## src/hdl/agp_rq_pkg.sv

```systemverilog
package agp_rq_pkg;
    localparam int AD_W = 32;
    localparam int SB_W = 8;
    localparam int ST_W = 3;
    localparam int FIFO_DEPTH = 8;
    localparam int CNT_W = 4;
    localparam int HALF_W = 16;
    localparam int DBI_LIMIT = 8;
    localparam int SB_BYTES = 4;
    localparam int SYNC_N = 3;

    localparam logic [7:0] OFS_CTRL = 8'h00;
    localparam logic [7:0] OFS_STATUS = 8'h04;
    localparam logic [7:0] OFS_QUEUE = 8'h08;
    localparam logic [7:0] OFS_TXDATA = 8'h0C;
    localparam logic [7:0] OFS_TXSTAT = 8'h10;
    localparam logic [7:0] OFS_RXDATA = 8'h14;

    localparam int ST_CNT_LSB = 0;
    localparam int ST_EMPTY = 4;
    localparam int ST_FULL = 5;
    localparam int ST_OVF = 6;
    localparam int ST_HEADSRC = 7;

    localparam logic [4:0] CTRL_RESET = 5'h00;
    localparam logic [SB_W-1:0] SB_IDLE = 8'hFF;
    localparam logic [ST_W-1:0] STAT_LP_READ = 3'h0;
    localparam logic [ST_W-1:0] STAT_IDLE = 3'h7;

    typedef struct packed {
        logic locked;
        logic sidebandSel;
        logic sidebandEn;
        logic rate8x;
        logic mode3;
    } ctrl_t;

    typedef struct packed {
        logic fromSideband;
        logic [AD_W-1:0] addr;
    } request_t;

    localparam int REQ_W = AD_W + 1;

    typedef enum logic [1:0] {
        TX_IDLE = 2'b00,
        TX_GRANT = 2'b01,
        TX_DRIVE = 2'b11,
        TX_RELEASE = 2'b10
    } tx_state_t;
endpackage

```

## src/hdl/agp_request_queue.sv

```systemverilog
`timescale 1ns/1ps

module request_fifo #(
    parameter int WIDTH = 33,
    parameter int DEPTH = 8,
    parameter int CW = 4
) (
    input wire logic clk,
    input wire logic rst,
    input wire logic inValid,
    output logic inReady,
    input wire logic [WIDTH-1:0] inData,
    output logic outValid,
    input wire logic outReady,
    output logic [WIDTH-1:0] outData,
    output logic [CW-1:0] count
);
    localparam int AW = $clog2(DEPTH);
    logic [WIDTH-1:0] mem [DEPTH];
    logic [AW-1:0] wrPtr_q;
    logic [AW-1:0] rdPtr_q;
    logic [CW-1:0] count_q;
    logic push;
    logic pop;

    assign inReady = (count_q != CW'(DEPTH));
    assign outValid = (count_q != '0);
    assign outData = mem[rdPtr_q];
    assign count = count_q;
    assign push = inValid && inReady;
    assign pop = outValid && outReady;

    always_ff @(posedge clk) begin
        if (push) begin
            mem[wrPtr_q] <= inData;
        end
    end

    always_ff @(posedge clk) begin
        if (rst) begin
            wrPtr_q <= '0;
            rdPtr_q <= '0;
            count_q <= '0;
        end else begin
            if (push) begin
                wrPtr_q <= wrPtr_q + AW'(1);
            end
            if (pop) begin
                rdPtr_q <= rdPtr_q + AW'(1);
            end
            count_q <= count_q + CW'(push) - CW'(pop);
        end
    end
endmodule // request_fifo

module agp_request_queue (
    input wire logic clk,
    input wire logic rst,
    input wire logic psel,
    input wire logic penable,
    input wire logic pwrite,
    input wire logic [7:0] paddr,
    input wire logic [31:0] pwdata,
    output logic [31:0] prdata,
    output logic pready,
    output logic pslverr,
    input wire logic portClk,
    input wire logic pipelinedRequestNIn,
    output logic pipelinedRequestNOut,
    output logic pipelinedRequestNOe,
    input wire logic [agp_rq_pkg::AD_W-1:0] portAddrDataBusIn,
    output logic [agp_rq_pkg::AD_W-1:0] portAddrDataBusOut,
    output logic portAddrDataBusOe,
    output logic upperStrobeFirst,
    output logic upperStrobeSecond,
    input wire logic [agp_rq_pkg::SB_W-1:0] sidebandAddrBus,
    output logic sidebandPullupEn,
    output logic portGrantN,
    output logic [agp_rq_pkg::ST_W-1:0] arbiterStatusCode
);
    localparam int AW = agp_rq_pkg::AD_W;
    localparam int HW = agp_rq_pkg::HALF_W;
    localparam int SW = agp_rq_pkg::SB_W;
    localparam int NS = agp_rq_pkg::SYNC_N;

    function automatic logic [4:0] popCount16(input logic [HW-1:0] v);
        logic [4:0] n;
        n = '0;
        for (int i = 0; i < HW; i++) begin
            n = n + 5'(v[i]);
        end
        return n;
    endfunction

    function automatic logic [HW-1:0] undoInvert(input logic [HW-1:0] v,
                                                  input logic flag);
        return flag ? ~v : v;
    endfunction

    ////////////////////////////////////////////////////////////////////////
    // apb slave
    agp_rq_pkg::ctrl_t ctrl_q;
    logic [31:0] prdata_q;
    logic pready_q;
    logic pslverr_q;
    logic ovf_q;
    logic [AW-1:0] txData_q;
    logic [AW-1:0] rxData_q;
    logic txStart;
    logic popReq;
    logic accessDone;
    logic mapped;
    logic [31:0] rdMux;
    agp_rq_pkg::tx_state_t txState_q;
    logic qOutValid;
    agp_rq_pkg::request_t qOut;
    logic [agp_rq_pkg::CNT_W-1:0] qCount;
    logic ovfSet;

    assign accessDone = psel && penable && pready_q;
    assign txStart = accessDone && pwrite && (paddr == agp_rq_pkg::OFS_TXDATA)
                     && (txState_q == agp_rq_pkg::TX_IDLE);
    assign popReq = accessDone && !pwrite
                    && (paddr == agp_rq_pkg::OFS_QUEUE);

    always_comb begin
        mapped = 1'b1;
        rdMux = '0;
        unique case (paddr)
            agp_rq_pkg::OFS_CTRL: rdMux = 32'(ctrl_q);
            agp_rq_pkg::OFS_STATUS: begin
                rdMux[agp_rq_pkg::ST_CNT_LSB +: agp_rq_pkg::CNT_W] = qCount;
                rdMux[agp_rq_pkg::ST_EMPTY] = !qOutValid;
                rdMux[agp_rq_pkg::ST_FULL] =
                    (qCount == agp_rq_pkg::CNT_W'(agp_rq_pkg::FIFO_DEPTH));
                rdMux[agp_rq_pkg::ST_OVF] = ovf_q;
                rdMux[agp_rq_pkg::ST_HEADSRC] =
                    qOutValid && qOut.fromSideband;
            end
            agp_rq_pkg::OFS_QUEUE: rdMux = qOutValid ? qOut.addr : '0;
            agp_rq_pkg::OFS_TXDATA: rdMux = txData_q;
            agp_rq_pkg::OFS_RXDATA: rdMux = rxData_q;
            agp_rq_pkg::OFS_TXSTAT:
                rdMux = 32'(txState_q != agp_rq_pkg::TX_IDLE);
            default: mapped = 1'b0;
        endcase
    end

    always_ff @(posedge clk) begin
        if (rst) begin
            pready_q <= 1'b0;
            pslverr_q <= 1'b0;
            prdata_q <= '0;
        end else begin
            pready_q <= psel && penable && !pready_q;
            pslverr_q <= psel && penable && !pready_q && !mapped;
            prdata_q <= (psel && penable && !pready_q && !pwrite)
                        ? rdMux : '0;
        end
    end

    always_ff @(posedge clk) begin
        if (rst) begin
            ctrl_q <= agp_rq_pkg::ctrl_t'(agp_rq_pkg::CTRL_RESET);
        end else if (accessDone && pwrite
                     && paddr == agp_rq_pkg::OFS_CTRL) begin
            if (!ctrl_q.locked) begin
                ctrl_q <= agp_rq_pkg::ctrl_t'(pwdata[4:0]);
            end
        end
    end

    always_ff @(posedge clk) begin
        if (rst) begin
            txData_q <= '0;
        end else if (txStart) begin
            txData_q <= pwdata;
        end
    end

    always_ff @(posedge clk) begin
        if (rst) begin
            ovf_q <= 1'b0;
        end else if (ovfSet) begin
            ovf_q <= 1'b1;
        end else if (accessDone && pwrite && paddr == agp_rq_pkg::OFS_STATUS
                     && pwdata[agp_rq_pkg::ST_OVF]) begin
            ovf_q <= 1'b0;
        end
    end

    assign prdata = prdata_q;
    assign pready = pready_q;
    assign pslverr = pslverr_q;

    ////////////////////////////////////////////////////////////////////////
    // link input sampling
    logic [NS-1:0] clkSync_q;
    logic [NS-1:0] pipeSync_q;
    logic [AW-1:0] adSync_q [NS];
    logic [SW-1:0] sbSync_q [NS];
    logic linkLevel_q;
    logic linkRise;

    always_ff @(posedge clk) begin
        if (rst) begin
            // parked high so no false rise follows reset
            clkSync_q <= '1;
            pipeSync_q <= '1;
            for (int i = 0; i < NS; i++) begin
                adSync_q[i] <= '0;
                sbSync_q[i] <= agp_rq_pkg::SB_IDLE;
            end
        end else begin
            clkSync_q <= {clkSync_q[NS-2:0], portClk};
            pipeSync_q <= {pipeSync_q[NS-2:0], pipelinedRequestNIn};
            adSync_q[0] <= portAddrDataBusIn;
            sbSync_q[0] <= sidebandAddrBus;
            for (int i = 1; i < NS; i++) begin
                adSync_q[i] <= adSync_q[i-1];
                sbSync_q[i] <= sbSync_q[i-1];
            end
        end
    end

    always_ff @(posedge clk) begin
        if (rst) begin
            linkLevel_q <= 1'b1;
        end else if (clkSync_q[1] == clkSync_q[2]) begin
            linkLevel_q <= clkSync_q[2];
        end
    end

    assign linkRise = (clkSync_q[1] == clkSync_q[2]) && clkSync_q[2]
                      && !linkLevel_q;

    ////////////////////////////////////////////////////////////////////////
    // request capture
    logic pipeReq;
    logic dbiFlag;
    logic [AW-1:0] rxWord;
    logic sbAllowed;
    logic [SW-1:0] sbByte;
    logic sbValid;
    logic [AW-1:0] sbAsm_q;
    logic [1:0] sbIdx_q;
    logic sbPend_q;
    logic fifoInValid;
    logic fifoInReady;
    agp_rq_pkg::request_t fifoIn;

    assign pipeReq = linkRise && !pipeSync_q[2] && !ctrl_q.mode3
                     && !ctrl_q.sidebandSel;
    assign dbiFlag = ctrl_q.mode3 && pipeSync_q[2];
    assign rxWord = {undoInvert(adSync_q[2][AW-1:HW], dbiFlag),
                     adSync_q[2][HW-1:0]};

    // last received word, inversion undone
    always_ff @(posedge clk) begin
        if (rst) begin
            rxData_q <= '0;
        end else if (linkRise) begin
            rxData_q <= rxWord;
        end
    end

    assign sbAllowed = ctrl_q.sidebandSel
                       && (ctrl_q.mode3 || ctrl_q.sidebandEn);
    assign sbByte = ctrl_q.mode3 ? ~sbSync_q[2] : sbSync_q[2];
    assign sbValid = linkRise && sbAllowed
                     && (sbSync_q[2] != agp_rq_pkg::SB_IDLE) && !sbPend_q;

    always_ff @(posedge clk) begin
        if (rst) begin
            sbAsm_q <= '0;
            sbIdx_q <= '0;
            sbPend_q <= 1'b0;
        end else begin
            if (sbValid) begin
                sbAsm_q[sbIdx_q*SW +: SW] <= sbByte;
                sbIdx_q <= sbIdx_q + 2'(1);
                sbPend_q <= (sbIdx_q == 2'(agp_rq_pkg::SB_BYTES - 1));
            end else if (sbPend_q && fifoInReady && !pipeReq) begin
                sbPend_q <= 1'b0;
            end
        end
    end

    always_comb begin
        fifoIn.fromSideband = 1'b0;
        fifoIn.addr = rxWord;
        fifoInValid = pipeReq;
        if (!pipeReq && sbPend_q) begin
            fifoIn.fromSideband = 1'b1;
            fifoIn.addr = sbAsm_q;
            fifoInValid = 1'b1;
        end
    end

    assign ovfSet = pipeReq && !fifoInReady;

    request_fifo #(
        .WIDTH(agp_rq_pkg::REQ_W),
        .DEPTH(agp_rq_pkg::FIFO_DEPTH),
        .CW(agp_rq_pkg::CNT_W)
    ) u_fifo (
        .clk(clk),
        .rst(rst),
        .inValid(fifoInValid),
        .inReady(fifoInReady),
        .inData(fifoIn),
        .outValid(qOutValid),
        .outReady(popReq),
        .outData(qOut),
        .count(qCount)
    );

    ////////////////////////////////////////////////////////////////////////
    // return path
    logic [HW-1:0] lastUpper_q;
    logic txInvert;
    logic sbPullup_q;
    logic grantN_q;
    logic [agp_rq_pkg::ST_W-1:0] status_q;
    logic [AW-1:0] adOut_q;
    logic adOe_q;
    logic dbiOut_q;
    logic dbiOe_q;
    logic strobe_q;
    logic strobeSecond_q;

    assign txInvert = ctrl_q.mode3 && ctrl_q.rate8x
        && (popCount16(txData_q[AW-1:HW] ^ lastUpper_q)
            > 5'(agp_rq_pkg::DBI_LIMIT));

    always_ff @(posedge clk) begin
        if (rst) begin
            txState_q <= agp_rq_pkg::TX_IDLE;
        end else begin
            unique case (txState_q)
                agp_rq_pkg::TX_IDLE:
                    if (txStart) begin
                        txState_q <= agp_rq_pkg::TX_GRANT;
                    end
                agp_rq_pkg::TX_GRANT:
                    if (linkRise) begin
                        txState_q <= agp_rq_pkg::TX_DRIVE;
                    end
                agp_rq_pkg::TX_DRIVE:
                    if (linkRise) begin
                        txState_q <= agp_rq_pkg::TX_RELEASE;
                    end
                agp_rq_pkg::TX_RELEASE:
                    if (linkRise) begin
                        txState_q <= agp_rq_pkg::TX_IDLE;
                    end
            endcase
        end
    end

    always_ff @(posedge clk) begin
        if (rst) begin
            grantN_q <= 1'b1;
            status_q <= agp_rq_pkg::STAT_IDLE;
        end else begin
            grantN_q <= (txState_q == agp_rq_pkg::TX_IDLE);
            status_q <= (txState_q == agp_rq_pkg::TX_IDLE)
                        ? agp_rq_pkg::STAT_IDLE : agp_rq_pkg::STAT_LP_READ;
        end
    end

    always_ff @(posedge clk) begin
        if (rst) begin
            adOut_q <= '0;
            adOe_q <= 1'b0;
            dbiOut_q <= 1'b0;
            dbiOe_q <= 1'b0;
            strobe_q <= 1'b0;
            strobeSecond_q <= 1'b1;
            lastUpper_q <= '0;
        end else if (txState_q == agp_rq_pkg::TX_GRANT && linkRise) begin
            adOut_q <= {txInvert ? ~txData_q[AW-1:HW] : txData_q[AW-1:HW],
                        txData_q[HW-1:0]};
            lastUpper_q <= txInvert ? ~txData_q[AW-1:HW] : txData_q[AW-1:HW];
            adOe_q <= 1'b1;
            dbiOut_q <= txInvert;
            dbiOe_q <= ctrl_q.mode3;
            strobe_q <= 1'b1;
            strobeSecond_q <= 1'b0;
        end else if (txState_q == agp_rq_pkg::TX_DRIVE && linkRise) begin
            adOe_q <= 1'b0;
            dbiOe_q <= 1'b0;
            dbiOut_q <= 1'b0;
            strobe_q <= 1'b0;
            strobeSecond_q <= 1'b1;
        end
    end

    always_ff @(posedge clk) begin
        if (rst) begin
            sbPullup_q <= 1'b0;
        end else begin
            sbPullup_q <= ctrl_q.sidebandEn;
        end
    end

    assign portAddrDataBusOut = adOut_q;
    assign portAddrDataBusOe = adOe_q;
    assign pipelinedRequestNOut = dbiOut_q;
    assign pipelinedRequestNOe = dbiOe_q;
    assign upperStrobeFirst = strobe_q;
    assign upperStrobeSecond = strobeSecond_q;
    assign sidebandPullupEn = sbPullup_q;
    assign portGrantN = grantN_q;
    assign arbiterStatusCode = status_q;
endmodule // agp_request_queue

```

## config.mk

```make
export PLATFORM = sky130hd
export DESIGN_NAME = agp_request_queue
export DESIGN_NICKNAME = d
export VERILOG_FILES = /design/src/hdl/agp_rq_pkg.sv /design/src/hdl/agp_request_queue.sv
export SDC_FILE = /design/constraint.sdc
export NUM_CORES = 1
export LEC_CHECK = 0
export ABC_AREA = 1
export BUFFER_PORTS_ARGS = -buffer_cell sky130_fd_sc_hd__buf_2
export CAP_MARGIN = 20
export CORE_MARGIN = 5
export CORE_UTILIZATION = 45
export DETAILED_ROUTE_END_ITERATION = 10
export HOLD_SLACK_MARGIN = 0.02
export PLACE_DENSITY = 0.65
export SYNTH_ARGS = -nofsm -noshare
export SYNTH_HDL_FRONTEND = slang
export SYNTH_SLANG_ARGS = --single-unit
```

## constraint.sdc

```tcl
create_clock -name clk -period 4.1 [get_ports clk]
set_input_delay 0.205 -clock clk [delete_from_list [all_inputs] [get_ports clk]]
set_output_delay 0.205 -clock clk [all_outputs]
set_load 0.02 [all_outputs]
```

==> metrics.txt <==
outcome finished, violations left; failing checks negative setup slack; grt ovf 0; Post-Place Worst Slack -0.248 ns; Arr. time, crit path 4.81 ns; Setup crit end kind register; Post-DP Area 0.0246 sq mm; fin cells 3,387; syn nets 2,568; first-pass GRT wire length 97.2 mm; Layout Skew 0.0288 ns; CTS root buf clkbuf_16; Worst path slowest cell fa_1; Req. time, crit path 4.61 ns; number of remaining DRC errors 0; RePlAce Congestion 0.857; nets 2,785; Mapped Area 0.0230 sq mm; crit share post-route 105%; Clock transition at path regs 0.06 ns; synthesized instance count 2,451; crit path max fanout 8; CP Cell Sequence xor2_2 > fa_1 > fa_1 > fa_1 > inv_2 > fa_1 > inv_1 > ha_2 > inv_2 > fa_2 > nand4_1 > nand3_2 > nand2_4 > nand2_8 > nand2_8 > nor2_2 > nor2_1; Post-CTS Setup Bufs 0; share of cells above drive strength 1 14.7%; leak pwr 0.0110 uW; total track usage 22.0%; Max Slew Vio Count 0; DRT antenna net count 0; Clock Sinks 583; Avg Vias per Cell 5.21; Int Pwr 9110 uW; Avg Cell Area, Syn 9.39 sq um; initial core utilization 45.7%; 1st-iter DRT viols 1,657; First-pass DRT Iterations 5; count leader, synth nor2_1; Setup CP Type register to register; Tmin final 4.31 ns; top post-synthesis cells by area edfxtp_1 (34%), dfxtp_1 (28%), nor2_1 (7.0%); top cell type's share of synthesized area 34.4%; fmax 0.232 GHz; Hold Fails Final Rpt 0; largest stage delay on the critical path 0.57 ns; sw frac 20.6%; synth warn 0; CTS Buf Count 56; placed insts 3,202; MaxCap Viol Count 0; Startpoint Class register; VDD IR-drop max 0.000341 V; Reg power frac 53.5%; worst hold-check path type primary input to register; Post-synth EDFFs 264; initial antenna violation count 2; wire per inst 18.8 um; # H-tree levels 2; Core ar. 0.0504 sq mm; CP top delay family adder cells; Net Switching 2360 uW; headroom to the max-slew limit 22.8%; Die X 236 um; pwr dens 420 mW/mm^2; CP dominant cell by count fa_1; routed via count 17,600; cell taking the most area after synthesis edfxtp_1; final wirelength 63.7 mm; post-route design area 0.0273 sq mm; ys async rst share 0%; clock power share 43.9%; I/O pin cnt 163; vias in the first global route 17,100; Yosys reg bits 583; Synth cell types 35; min setup slack post-route -0.205 ns; top_reg_cell synth dfxtp_1; # fillers 4,445; chip height 236 um; logic gate share of total power 2.6%; clk buf depth 3; CTS tree done; Die Area 0.0558 sq mm; Setup-failing EPs final 17; Worst-Skew Late Latency 0.62 ns; Layout area overhead 18.6%; Rows 82; post-DP HPWL 40.7 mm; Slew @ Worst Pin 1.16 ns; largest net degree at the start of global routing 78; PortBufs 162; Seq/Total Area, Yosys 62.2%; WP buf/inv 3; RSZ-0062 raised after global routing true; most frequent cells after synthesis nor2_1 (430), nand2_1 (371), dfxtp_1 (319)
## per-layer routing
metal / track usage, % / share of wire [%] / vias up
met5: 0 / 0 / -
met1: 31.4 / 43 / 8389
met2: 35.1 / 46 / 722
li1: - / - / 8413
met3: 3.28 / 7.9 / 123
met4: 6.72 / 2.8 / 0
## worst paths after layout
check                             startpoint                           end  slack [ns]  cells past startpoint
setup / recovery   txData_q[27]$_SDFFE_PP0P_  lastUpper_q[12]$_SDFFE_PP0P_       -0.21                     17
hold / removal                    pwdata[16]     txData_q[16]$_SDFFE_PP0P_        0.10                      3
setup reg to reg   txData_q[27]$_SDFFE_PP0P_  lastUpper_q[12]$_SDFFE_PP0P_       -0.21                     17
hold reg to reg   adSync_q[0][56]$_SDFF_PP0_    adSync_q[0][88]$_SDFF_PP0_        0.40                      2
## per-stage QoR
step                      hold WS (ns)  power (uW)  utilization (%)  setup TNS [ns]
final                            0.105       11500             54.2           -2.88
after global routing            0.0887       11800             54.2           -4.87
after CTS                       0.0463       11500             53.9           -1.97
after detailed placement         0.390        6500             48.8           -3.21
after global placement           0.390        6500             48.8           -2.40
after floorplan                  0.309        6390                -               0
## power by group through the flow
| stage | Combinational (uW) | Clock (uW) | Sequential [uW] |
|---|---|---|---|
| 6_report | 296 | 5040 | 6140 |
| 5_1_grt | 328 | 5350 | 6140 |
| 4_1_cts | 293 | 5100 | 6140 |
| 3_5_place_dp | 236 | 0 | 6270 |
| 3_3_place_gp | 231 | 0 | 6270 |
| 2_1_floorplan | 139 | 0 | 6260 |
## registers in the layout, summed over array words and instances (netlist names), 3 cells and up, named ones only
register	count
u_fifo.wrPtr_q	3
clkSync_q	3
u_fifo.rdPtr_q	3
lastUpper_q	16
u_fifo.mem	264
sbSync_q	24
prdata	32
sbAsm_q	32
adSync_q	96
ctrl_q	5
u_fifo.count	4
rxData_q	32
txData_q	32
portAddrDataBusOut	16
pipeSync_q	3
## cells in the final DEF, fill, tap and decap left out, drive strengths merged
master,synthesis,layout
bufinv,0,2
clkinv,4,19
nor2,437,437
dlygate4sd3,0,77
nand2,376,377
clkbuf,69,89
fa,11,11
diode,0,1
o211ai,2,2
and2,2,2
edfxtp,264,264
nand3b,1,1
o21ai,234,234
a31oi,3,3
o21a,29,29
a21oi,119,119
nor3,21,21
or2,31,31
nand4,32,32
dfxtp,319,319
xnor2,21,21
xor2,20,20
o22ai,40,40
inv,254,254
nand3,75,75
ha,19,19
buf,68,216
## layout make-up
type                            count  area [sq um]  share of cell area [%]
Clock buffer                       87          1640                    6.02
Inverter                          258           968                    3.55
Clock inverter                     17           136                   0.500
Timing Repair Buffer              295          2110                    7.71
Multi-Input combinational cell   1474          7260                    26.6
Sequential cell                   583         14300                    52.5
Antenna cell                        1          2.50                 0.00917
Tap cell                          672           841                    3.08
## worst reg2reg max path, delay by kind of cell (launching register included)
kind	cells	cell delay, ns
XOR/XNOR	1	0.18
adder cells (fa/ha/maj)	6	2.76
buffers and inverters	3	0.15
flip-flops	1	0.33
AND/OR/NAND/NOR	7	0.79
## cells by family after synthesis
group	Yosys count	share of synthesized area, %
adders and majority gates	30	1.99
buffers and inverters	395	6.90
AOI/OAI and AO/OA	427	9.86
and+or+nand+nor	975	17.5
xor gates and xnor gates	41	1.56
DFF	583	62.2
## what timing repair did
item | 4_1_cts | 5_1_grt
pin swaps | 2 | 2
setup endpoints to repair | 17 | 17
hold endpoints to repair | 82 | 0
gates resized for setup | 7 | 25
hold buffers | 77 | 0
gates cloned | 1 | 2
Power figures use the tool's default switching activity.
